**src/verilog/hub_cfg_pkg.sv**
```systemverilog
// Constants shared by the hub configuration loader
package hub_cfg_pkg;
   // ==========================================
   // Timing
   localparam int CLK_PERIOD_NS = 100; // Core clock period
   localparam int QTR_BIT_NS = 2500; // Quarter of one serial bit
   localparam int QTR_CYCLES = (QTR_BIT_NS + CLK_PERIOD_NS - 1) / CLK_PERIOD_NS;
   // ==========================================
   // Image byte positions
   localparam logic [6:0] IDX_VID_LO = 7'h00;
   localparam logic [6:0] IDX_VID_HI = 7'h01;
   localparam logic [6:0] IDX_PID_LO = 7'h02;
   localparam logic [6:0] IDX_PID_HI = 7'h03;
   localparam logic [6:0] IDX_IMAGE_CHECKSUM_BYTE = 7'h04;
   localparam logic [6:0] IDX_PORT_MASK = 7'h06;
   localparam logic [6:0] IDX_PORT_NUM = 7'h07;
   localparam logic [6:0] IDX_MAX_POWER = 7'h08;
   localparam logic [6:0] IDX_VSTR_LEN = 7'h10;
   localparam logic [6:0] IDX_VSTR_FIRST = 7'h11;
   localparam logic [6:0] IDX_PSTR_LEN = 7'h40;
   localparam logic [6:0] IDX_PSTR_FIRST = 7'h41;
   localparam logic [6:0] IDX_SER_LEN = 7'h70;
   localparam logic [6:0] IDX_SER_FIRST = 7'h71;
   localparam logic [5:0] STR_FIELD_SPAN = 6'h2F; // Bytes 17..63 and 65..111
   // ==========================================
   // Checksum and defaults
   localparam logic [7:0] CHK_BIAS = 8'h01;
   localparam logic [15:0] DEF_VENDOR_ID = 16'h1234; // Arbitrary value
   localparam logic [15:0] DEF_PRODUCT_ID = 16'h5678; // Arbitrary value
   localparam logic [3:0] DEF_PORT_MASK = 4'h0;
   localparam logic [2:0] DEF_PORT_COUNT = 3'h4;
   localparam logic [7:0] MIN_PORT_COUNT = 8'h01;
   localparam logic [7:0] MAX_PORT_COUNT = 8'h04;
   localparam logic [7:0] DEF_MAX_POWER = 8'h32;
   localparam logic [7:0] MAX_POWER_LIMIT = 8'hFA;
   // ==========================================
   // Serial link encodings
   localparam logic [7:0] I2C_WR_ADDR = 8'hA0;
   localparam logic [7:0] I2C_RD_ADDR = 8'hA1;
   localparam logic [7:0] I2C_WORD_ADDR = 8'h00;
   localparam logic [2:0] SW_READ_CMD = 3'h6; // Start bit then read opcode
   localparam logic [3:0] LAST_DATA_BIT = 4'h7;
   localparam logic [3:0] LAST_CMD_BIT = 4'h9;
   localparam logic [1:0] PH_SETUP = 2'h0;
   localparam logic [1:0] PH_SAMPLE = 2'h2;
   localparam logic [1:0] SEQ_WR = 2'h0;
   localparam logic [1:0] SEQ_WORD = 2'h1;
   localparam logic [1:0] SEQ_RD = 2'h2;
   // ==========================================
   // Loader states
   typedef enum logic [3:0] {
      ST_IDLE = 4'b0000, ST_START = 4'b0001, ST_SEND = 4'b0010,
      ST_ACK = 4'b0011, ST_READ = 4'b0100, ST_MACK = 4'b0101,
      ST_STOP = 4'b0110, ST_CMD = 4'b0111, ST_WREAD = 4'b1000,
      ST_EVAL = 4'b1001, ST_DONE = 4'b1010
   } state_e;
endpackage

```
**src/verilog/hub_eeprom_config_loader.sv**
```systemverilog
// Hub configuration loader: reads and checks the EEPROM image
`timescale 1ns/1ps
module hub_eeprom_config_loader
   import hub_cfg_pkg::*;
#(
   parameter int IMAGE_BYTES = 128,
   parameter int QTR_COUNT = QTR_CYCLES
) (
   input wire logic ref_clk,
   input wire logic rst,
   input wire logic reduced_pins,
   input wire logic three_wire_strap,
   input wire logic pwr_switch_req_n,
   input wire logic shared_pin_in,
   output logic shared_pin_out,
   output logic shared_pin_oe,
   output logic scl_oe,
   output logic sw_cs,
   output logic sw_clk,
   output logic sw_di,
   input wire logic sw_do,
   output logic downstream_power_switch_enable_n,
   output logic port1_amber_indicator_enable,
   output logic config_done,
   output logic config_from_eeprom,
   output logic [15:0] vendor_id,
   output logic [15:0] product_id,
   output logic [3:0] fixed_port_mask,
   output logic [2:0] port_count,
   output logic [7:0] max_power,
   output logic [7:0] vendor_str_len,
   output logic [7:0] product_str_len,
   output logic [7:0] serial_str_len,
   input wire logic [1:0] str_sel,
   input wire logic [5:0] str_idx,
   output logic [7:0] str_data
);
   // ==========================================
   // Local constants
   localparam logic [6:0] LAST_ADDR = 7'(IMAGE_BYTES - 1);
   localparam logic [7:0] QTR_LAST = 8'(QTR_COUNT - 1);
   localparam logic [5:0] SER_SPAN = 6'(LAST_ADDR - IDX_SER_FIRST + 7'h01);
   localparam int EVAL_WAIT = 4 * QTR_COUNT; // Evaluation lasts one whole bit

   // ==========================================
   // State record
   typedef struct packed {
      state_e st; // Loader state
      logic [7:0] q; // Quarter-bit divider
      logic [1:0] ph; // Quarter within a bit
      logic [3:0] bitn; // Bit within a byte or command
      logic [9:0] sh; // Shift register, sends from bit 9
      logic [1:0] seq; // I2C address phase
      logic [6:0] addr; // Image byte being read
      logic three_wire; // Three-wire EEPROM chosen
      logic eeprom_ack; // I2C EEPROM answered
      logic sda_meta, sda_sync; // Data line synchroniser
      logic do_meta, do_sync; // Three-wire data synchroniser
      logic red_meta, red_sync; // Variant strap synchroniser
      logic tw_meta, tw_sync; // Interface strap synchroniser
      logic scl_oe, sda_oe, cs, sclk, di; // Link drivers
      logic sh_oe, sh_out, pwr_n, amber_en; // Pin outputs
      logic done, from_ee; // Load status
      logic [15:0] vid, pid;
      logic [3:0] mask;
      logic [2:0] pcnt;
      logic [7:0] mpwr, vlen, plen, slen, sdata;
   } state_s;

   state_s r; // Registered state
   state_s n; // Next state
   logic [7:0] mem [0:IMAGE_BYTES-1]; // Image copy
   logic tick; // Quarter-bit enable
   logic [1:0] np; // Quarter being entered
   logic wr_en; // Store a received byte
   logic [7:0] chk_sum; // Expected checksum
   logic img_valid; // Image passed the check
   logic [6:0] str_base; // First byte of selected string
   logic [7:0] str_len; // Length of selected string
   logic [5:0] str_span; // Room for selected string
   logic [6:0] str_ptr; // Byte address of character

   assign tick = (r.q == QTR_LAST);
   assign np = r.ph + 2'h1;
   // Image checked against the sum of its id bytes plus one
   assign chk_sum = mem[IDX_VID_LO] + mem[IDX_VID_HI] + mem[IDX_PID_LO] + mem[IDX_PID_HI] + CHK_BIAS;
   assign img_valid = (r.three_wire || r.eeprom_ack) && (chk_sum == mem[IDX_IMAGE_CHECKSUM_BYTE]);

   // ==========================================
   // String field lookup
   always_comb begin
      case (str_sel)
         2'h0: begin // Vendor string
            str_base = IDX_VSTR_FIRST;
            str_len = r.vlen;
            str_span = STR_FIELD_SPAN;
         end
         2'h1: begin // Product string
            str_base = IDX_PSTR_FIRST;
            str_len = r.plen;
            str_span = STR_FIELD_SPAN;
         end
         2'h2: begin // Serial string
            str_base = IDX_SER_FIRST;
            str_len = r.slen;
            str_span = SER_SPAN;
         end
         default: begin // Nothing selected
            str_base = IDX_VID_LO;
            str_len = 8'h00;
            str_span = 6'h00;
         end
      endcase
      str_ptr = 7'(str_base + {1'b0, str_idx});
   end

   // ==========================================
   // Next-state logic
   always_comb begin
      n = r;
      wr_en = 1'b0;
      // Two flip-flops on the data and strap inputs, one on the power request
      n.sda_meta = shared_pin_in;
      n.sda_sync = r.sda_meta;
      n.do_meta = sw_do;
      n.do_sync = r.do_meta;
      n.red_meta = reduced_pins;
      n.red_sync = r.red_meta;
      n.tw_meta = three_wire_strap;
      n.tw_sync = r.tw_meta;
      n.pwr_n = pwr_switch_req_n;
      n.q = tick ? 8'h00 : r.q + 8'h01;
      if (tick) begin
         n.ph = np;
         // Sample the line in mid high phase
         if (np == PH_SAMPLE) begin
            case (r.st)
               ST_ACK: n.eeprom_ack = !r.sda_sync;
               ST_READ: n.sh = {r.sh[8:0], r.sda_sync};
               ST_WREAD: n.sh = {r.sh[8:0], r.do_sync};
               ST_START: n.sda_oe = 1'b1; // Start: data falls, clock high
               ST_STOP: n.sda_oe = 1'b0; // Stop: data rises, clock high
               default: ;
            endcase
         end
         // Bit boundary: advance and present next bit
         if (np == PH_SETUP) begin
            case (r.st)
               ST_IDLE: begin // Pick exactly one interface
                  n.addr = 7'h00;
                  n.bitn = 4'h0;
                  n.seq = SEQ_WR;
                  if (r.tw_sync && !r.red_sync) begin
                     n.three_wire = 1'b1;
                     n.amber_en = 1'b0;
                     n.cs = 1'b1;
                     n.sh = {SW_READ_CMD, 7'h00};
                     n.st = ST_CMD;
                  end else begin
                     n.amber_en = 1'b1;
                     n.st = ST_START;
                  end
               end
               ST_START: begin // Load device address
                  n.sh = {(r.seq == SEQ_RD) ? I2C_RD_ADDR : I2C_WR_ADDR, 2'h0};
                  n.bitn = 4'h0;
                  n.st = ST_SEND;
               end
               ST_SEND: begin
                  if (r.bitn == LAST_DATA_BIT) begin
                     n.bitn = 4'h0;
                     n.st = ST_ACK;
                  end else begin
                     n.bitn = r.bitn + 4'h1;
                     n.sh = {r.sh[8:0], 1'b0};
                  end
               end
               ST_ACK: begin
                  if (!r.eeprom_ack) begin // No EEPROM: defaults
                     n.st = ST_STOP;
                  end else if (r.seq == SEQ_WR) begin
                     n.seq = SEQ_WORD;
                     n.sh = {I2C_WORD_ADDR, 2'h0};
                     n.st = ST_SEND;
                  end else if (r.seq == SEQ_WORD) begin
                     n.seq = SEQ_RD;
                     n.st = ST_START;
                  end else begin
                     n.st = ST_READ;
                  end
               end
               ST_READ: begin
                  if (r.bitn == LAST_DATA_BIT) begin
                     wr_en = 1'b1;
                     n.bitn = 4'h0;
                     n.st = ST_MACK;
                  end else begin
                     n.bitn = r.bitn + 4'h1;
                  end
               end
               ST_MACK: begin
                  if (r.addr == LAST_ADDR) begin
                     n.st = ST_STOP;
                  end else begin
                     n.addr = r.addr + 7'h01;
                     n.st = ST_READ;
                  end
               end
               ST_STOP: n.st = ST_EVAL;
               ST_CMD: begin
                  if (r.bitn == LAST_CMD_BIT) begin
                     n.bitn = 4'h0;
                     n.st = ST_WREAD;
                  end else begin
                     n.bitn = r.bitn + 4'h1;
                     n.sh = {r.sh[8:0], 1'b0};
                  end
               end
               ST_WREAD: begin // Sequential read, never a write
                  n.bitn = (r.bitn == LAST_DATA_BIT) ? 4'h0 : r.bitn + 4'h1;
                  if (r.bitn == LAST_DATA_BIT) begin
                     wr_en = 1'b1;
                     if (r.addr == LAST_ADDR) begin
                        n.cs = 1'b0;
                        n.st = ST_EVAL;
                     end else begin
                        n.addr = r.addr + 7'h01;
                     end
                  end
               end
               ST_EVAL: begin // Settle all descriptor values
                  n.done = 1'b1;
                  n.st = ST_DONE;
                  n.from_ee = img_valid;
                  if (img_valid) begin
                     n.vid = {mem[IDX_VID_HI], mem[IDX_VID_LO]};
                     n.pid = {mem[IDX_PID_HI], mem[IDX_PID_LO]};
                     n.mask = mem[IDX_PORT_MASK][4:1];
                     n.pcnt = (mem[IDX_PORT_NUM] >= MIN_PORT_COUNT && mem[IDX_PORT_NUM] <= MAX_PORT_COUNT) ?
                        mem[IDX_PORT_NUM][2:0] : DEF_PORT_COUNT;
                     n.mpwr = (mem[IDX_MAX_POWER] <= MAX_POWER_LIMIT) ? mem[IDX_MAX_POWER] : DEF_MAX_POWER;
                     n.vlen = mem[IDX_VSTR_LEN];
                     n.plen = mem[IDX_PSTR_LEN];
                     n.slen = mem[IDX_SER_LEN];
                  end
               end
               ST_DONE: ;
               default: n.st = ST_IDLE;
            endcase
            // Drive data for the bit now starting
            case (n.st)
               ST_SEND: n.sda_oe = !n.sh[9];
               ST_MACK: n.sda_oe = (n.addr != LAST_ADDR);
               ST_STOP: n.sda_oe = 1'b1;
               default: n.sda_oe = 1'b0;
            endcase
            n.di = (n.st == ST_CMD) ? n.sh[9] : 1'b0;
         end
         // Clocks high in the two middle quarters; in the stop bit SCL is high in the last three
         case (n.st)
            ST_START, ST_SEND, ST_ACK, ST_READ, ST_MACK: n.scl_oe = !(np[0] ^ np[1]);
            ST_STOP: n.scl_oe = (np == PH_SETUP);
            default: n.scl_oe = 1'b0;
         endcase
         n.sclk = (n.st == ST_CMD || n.st == ST_WREAD) && (np[0] ^ np[1]);
      end
      // Shared pin: power duty only with no EEPROM in the reduced part
      if (r.red_sync && r.done && !r.eeprom_ack) begin
         n.sh_oe = 1'b1;
         n.sh_out = r.pwr_n;
      end else begin
         n.sh_oe = n.sda_oe;
         n.sh_out = 1'b0;
      end
      // Character lookup, zero outside the stored string
      if (r.from_ee && ({2'h0, str_idx} < str_len) && (str_idx < str_span)) begin
         n.sdata = mem[str_ptr];
      end else begin
         n.sdata = 8'h00;
      end
   end

   // ==========================================
   // State register
   always_ff @(posedge ref_clk or posedge rst) begin
      if (rst) begin
         r <= '0;
         r.st <= ST_IDLE;
         r.vid <= DEF_VENDOR_ID;
         r.pid <= DEF_PRODUCT_ID;
         r.mask <= DEF_PORT_MASK;
         r.pcnt <= DEF_PORT_COUNT;
         r.mpwr <= DEF_MAX_POWER;
         r.pwr_n <= 1'b1;
      end else begin
         r <= n;
      end
   end

   // ==========================================
   // Image store
   always_ff @(posedge ref_clk) begin
      if (wr_en) begin
         mem[r.addr] <= r.sh[7:0];
      end
   end

   // ==========================================
   // Outputs
   assign shared_pin_out = r.sh_out;
   assign shared_pin_oe = r.sh_oe;
   assign scl_oe = r.scl_oe;
   assign sw_cs = r.cs;
   assign sw_clk = r.sclk;
   assign sw_di = r.di;
   assign downstream_power_switch_enable_n = r.pwr_n;
   assign port1_amber_indicator_enable = r.amber_en;
   assign config_done = r.done;
   assign config_from_eeprom = r.from_ee;
   assign vendor_id = r.vid;
   assign product_id = r.pid;
   assign fixed_port_mask = r.mask;
   assign port_count = r.pcnt;
   assign max_power = r.mpwr;
   assign vendor_str_len = r.vlen;
   assign product_str_len = r.plen;
   assign serial_str_len = r.slen;
   assign str_data = r.sdata;

   // ==========================================
   // Checks
   checksum_gate_a: assert property (@(posedge ref_clk) disable iff (rst)
      $rose(config_from_eeprom) |-> $past(chk_sum) == $past(mem[IDX_IMAGE_CHECKSUM_BYTE]))
      else $error("image taken with bad checksum");
   default_ids_a: assert property (@(posedge ref_clk) disable iff (rst)
      (config_done && !config_from_eeprom) |-> (vendor_id == DEF_VENDOR_ID && product_id == DEF_PRODUCT_ID))
      else $error("default ids not kept");
   id_mapping_a: assert property (@(posedge ref_clk) disable iff (rst)
      config_from_eeprom |-> vendor_id == {mem[IDX_VID_HI], mem[IDX_VID_LO]})
      else $error("vendor id not from bytes 0 and 1");
   port_mask_a: assert property (@(posedge ref_clk) disable iff (rst)
      config_done |-> fixed_port_mask == (config_from_eeprom ? mem[IDX_PORT_MASK][4:1] : DEF_PORT_MASK))
      else $error("port mask wrong");
   port_count_a: assert property (@(posedge ref_clk) disable iff (rst)
      port_count >= 3'h1 && port_count <= 3'h4)
      else $error("port count out of range");
   max_power_a: assert property (@(posedge ref_clk) disable iff (rst)
      (!config_from_eeprom |-> max_power == DEF_MAX_POWER) and (max_power <= MAX_POWER_LIMIT))
      else $error("max power wrong");
   amber_off_a: assert property (@(posedge ref_clk) disable iff (rst)
      (sw_cs || r.three_wire) |-> !port1_amber_indicator_enable)
      else $error("amber enabled with three-wire part");
   three_wire_ro_a: assert property (@(posedge ref_clk) disable iff (rst)
      (r.st == ST_CMD && r.bitn == 4'h2 && r.ph != PH_SETUP) |-> !sw_di)
      else $error("three-wire opcode is not a read");
   one_iface_a: assert property (@(posedge ref_clk) disable iff (rst)
      sw_cs |-> (!scl_oe && !shared_pin_oe))
      else $error("both interfaces active");
   reduced_i2c_a: assert property (@(posedge ref_clk) disable iff (rst)
      (r.red_sync && $stable(r.red_sync)) |-> !sw_cs)
      else $error("three-wire used in reduced part");
   shared_sda_a: assert property (@(posedge ref_clk) disable iff (rst)
      (r.red_sync && r.eeprom_ack && config_done) |-> !shared_pin_out)
      else $error("shared pin left data duty");
   eval_bound_a: assert property (@(posedge ref_clk) disable iff (rst)
      (r.st == ST_EVAL) |-> ##[1:EVAL_WAIT] config_done)
      else $error("configuration not settled in time");
endmodule

```
**config.mk**
```make
export PLATFORM = sky130hd
export DESIGN_NAME = hub_eeprom_config_loader
export DESIGN_NICKNAME = d
export VERILOG_FILES = /design/src/verilog/hub_cfg_pkg.sv /design/src/verilog/hub_eeprom_config_loader.sv
export SDC_FILE = /design/constraint.sdc
export NUM_CORES = 1
export LEC_CHECK = 0
export ABC_AREA = 1
export BUFFER_PORTS_ARGS = -buffer_cell sky130_fd_sc_hd__buf_2
export CAP_MARGIN = 0
export CORE_MARGIN = 3
export CORE_UTILIZATION = 35
export CTS_CLUSTER_DIAMETER = 200
export CTS_CLUSTER_SIZE = 12
export DETAILED_ROUTE_END_ITERATION = 16
export HOLD_SLACK_MARGIN = 0.02
export PLACE_DENSITY = 0.54
export SYNTH_ARGS = -nofsm -noshare
export SYNTH_HDL_FRONTEND = slang
export SYNTH_SLANG_ARGS = --single-unit
```
**constraint.sdc**
```tcl
create_clock -name ref_clk -period 4.3 [get_ports ref_clk]
set_clock_uncertainty 0.2 [all_clocks]
set_input_delay 0.86 -clock ref_clk [delete_from_list [all_inputs] [get_ports ref_clk]]
set_output_delay 0.86 -clock ref_clk [all_outputs]
set_load 0.02 [all_outputs]
```
==> results_dict.tcl <==
set metrics [dict create \
    status "complete, no violations" \
    grt_max_degree 138 \
    synth_nets 4418 \
    area_growth_pct 11.6 \
    gp_congestion 0.865 \
    ios 104 \
    numClockSinks 1161 \
    finalNonFillerCells 6290 \
    core.rowCount 136 \
    die_y_um 381 \
    io_buffers 103 \
    grt_pass1_wl_mm 205 \
    track_usage_pct 18.5 \
    grt_overflow 0 \
    n_fill_cell 13300 \
    cts-resized-gates 0 \
    core_region_area_sq_um 139000 \
    drv_slew 0 \
    ys_seq_elements 1161 \
    clkLatencyLatePin_ps 710 \
    start_kind "flop" \
    synth-edff-count 1024 \
    end_kind "flop" \
    maxCapViolations 0 \
    path_max_fanout 52 \
    clkTransAtPathRegs_ps 60 \
    synth-async-reset-ratio_pct 11.8 \
    fp.dieW_um 381 \
    fin_nets 4418 \
    wl_mm 137 \
    synth_cell_types 51 \
    synth-seq-area-share_pct 69.5 \
    syn_area_per_cell_sq_um 11.3 \
    regArea_sq_um 34200 \
    h-tree-depth 3 \
    synth_area_sq_um 49200 \
    finalSetupTns_ps 0 \
    grt_pass1_vias 31100 \
    root_buffer "clkbuf_16" \
    drt_iter0_markers 3075 \
    p_leak_uw 0.0192 \
    drive_above_1_share_pct 8.65 \
    finalCritPeriodShare_pct 92.9 \
    drt-wirelength-per-cell_um 21.8 \
    drc 0 \
    postCtsSetupBuffers 0 \
    ctsLongestPathBuffers 3 \
    ys_warn_count 0 \
    dieArea_sq_um 145000 \
    irDropWorstVdd_mv 0.311 \
    synthFlopType "edfxtp_1" \
    worstMarginPinSlew_ps 1110 \
    reg2reg_slack_ps 300 \
    dp_hpwl_mm 82.2 \
    crit_type "reg2reg" \
    drtAntennaViolNets 0 \
    hold_viol 0 \
    diodes 0 \
    multi_input_comb_area_sq_um 12800 \
    dp.cells 6107 \
    antenna_found_initial 6 \
    rsz0062_at_grt "false" \
    fin_crit_ps 4000 \
    via_count 32500 \
    fmax_mhz 250 \
    slew_headroom_pct 26.0 \
    cp_data_arrival_time_ps 4370 \
    cp.required_ps 4680 \
    firstDrtPassIters 6 \
    hp-class "in2async" \
    vias_per_cell 5.17 \
    p_per_area_nw_per_um2 421 \
    synthCells 4357 \
    cts_tree "built" \
    numCtsBuffers 106 \
    start_util_pct 35.5 \
    setup_viol 0 \
]
==> final timing paths <==
check | cells past startpoint | from | endpoint
setup / recovery | 16 | mem[2][1] | serial_str_len[1]
hold / removal | 3 | rst | shared_pin_oe
setup reg to reg | 16 | mem[2][1] | serial_str_len[1]
hold reg to reg | 0 | n[90] | r[90]
max in group asynchronous | 3 | rst | str_data[1]
min in group ref_clk | 0 | n[90] | r[90]
==> critical path: stages, from the launching register on <==
cell and delay (ps):
edfxtp_1 450, fa_1 500, fa_1 500, ha_1 170, inv_1 60, fa_1 550
or2_2 110, nand3_1 60, nor3_1 180, nand2_1 70, nor2_1 110, nand3_1 80
nor2_1 170, nand3_4 230, buf_12 260, nand2_1 80, o21ai_1 60
==> cell families (layout without fill, tap and decap cells) <==
group / count (synthesis) / in the layout / synth area share (%)
AND/OR/NAND/NOR: 2224 / 2224 / 19.4
flip-flops: 1161 / 1161 / 69.5
adder cells (fa/ha/maj): 46 / 46 / 1.38
multiplexers: 1 / 1 / 0.0203
AO/OA/AOI/OAI: 412 / 412 / 4.60
buffers and inverters: 488 / 558 / 4.58
XOR/XNOR: 25 / 25 / 0.491
==> layer usage <==
metal | track usage (%) | routed length [um] | vias to the layer above
li1 | - | - | 15200
met1 | 26.4 | 60900 | 16000
met2 | 29.5 | 64200 | 1091
met3 | 2.50 | 8690 | 175
met4 | 5.11 | 3120 | 0
met5 | 0 | 0 | -
==> report_power, final <==
group / total, uW / switching [uW] / internal (uW)
clock network: 8720 / 4070 / 4650
logic: 2270 / 1590 / 678
registers: 12100 / 2.00 / 12100
total: 23100 / 5660 / 17400
==> cells in the mapped netlist (2+ instances only) <==
| cell type | count | area share (%) |
|---|---|---|
| clkbuf_1 | 162 | 1.2 |
| nor3_1 | 4 | 0.041 |
| o31ai_1 | 3 | 0.046 |
| a21o_1 | 4 | 0.061 |
| buf_1 | 27 | 0.21 |
| o32ai_1 | 5 | 0.089 |
| nor2_2 | 5 | 0.064 |
| nor2_1 | 267 | 2.0 |
| o21ai_0 | 164 | 1.7 |
| a211oi_1 | 2 | 0.031 |
| inv_1 | 154 | 1.2 |
| o21ai_1 | 74 | 0.75 |
| o22ai_1 | 10 | 0.13 |
| a21oi_1 | 103 | 1.0 |
| buf_4 | 80 | 1.2 |
| fa_1 | 14 | 0.57 |
| buf_6 | 8 | 0.18 |
| dfstp_2 | 18 | 0.96 |
| xnor2_2 | 2 | 0.066 |
| inv_2 | 6 | 0.046 |
| nand3_1 | 854 | 8.7 |
| clkinv_1 | 2 | 0.015 |
| nand3_2 | 7 | 0.14 |
| a31oi_1 | 2 | 0.025 |
| a22o_1 | 2 | 0.036 |
| dfrtp_1 | 119 | 6.1 |
| ha_1 | 32 | 0.81 |
| xor2_1 | 9 | 0.16 |
| xnor2_1 | 13 | 0.23 |
| o211ai_1 | 20 | 0.31 |
| o221ai_1 | 15 | 0.27 |
| or2_1 | 7 | 0.089 |
| nand2_1 | 1062 | 8.1 |
| or2_2 | 2 | 0.025 |
| buf_2 | 49 | 0.50 |
| edfxtp_1 | 1024 | 63 |
| nand4_1 | 11 | 0.14 |
| a32oi_1 | 2 | 0.036 |
==> registers in the layout, indices dropped and copies added (netlist names), 4 cells and up <==
name and flops:
vendor_id 16, mem 1024, vendor_str_len 8, product_str_len 8, str_data 8, product_id 16, n 4, max_power 8
serial_str_len 8, r 44, fixed_port_mask 4
==> metrics by stage <==
| stage | worst slack [ps] | hold slack (ps) | area [sq um] | util, % | total power (uW) |
|---|---|---|---|---|---|
| floorplan | 709 | 131 | 49200 | - | 13700 |
| global placement | 58.0 | 133 | 51800 | 37.4 | 14600 |
| detailed placement | 19.6 | 136 | 51800 | 37.4 | 14600 |
| CTS | 289 | 150 | 54900 | 39.6 | 23300 |
| global route | 17.9 | 166 | 54900 | 39.6 | 23900 |
| finish | 305 | 146 | 54900 | 39.6 | 23100 |
==> layout make-up <==
type,count,area share [%]
Multi-Input combinational cell,2708,23.3
Clock buffer,173,5.37
Tap cell,1863,4.25
Timing Repair Buffer,218,3.40
Clock inverter,5,0.134
Sequential cell,1161,62.4
Inverter,162,1.14
==> layout by cell type (no fill, tap or decap), types with 14 or more instances in the layout <==
master     netlist  layout
dfrtp_1        119     111
inv_1          154     153
buf_2           49     103
dfstp_2         18      18
o21ai_0        164     164
nand3_1        854     854
o211ai_1        20      20
ha_1            32      30
clkbuf_16        0     108
o21ai_1         74      74
nand2_1       1062    1062
edfxtp_1      1024    1024
a21oi_1        103     103
o221ai_1        15      15
buf_4           80      72
fa_1            14      14
buf_12           0      38
clkbuf_1       162      65
nor2_1         267     267
==> timing repair <==
| action | 4_1_cts | 5_1_grt |
|---|---|---|
| hold endpoints to repair | 5 | 0 |
| endpoints found under the setup margin | 0 | 0 |
| hold buffers | 5 | 0 |
Note: power is estimated with default switching activity, not from simulation.
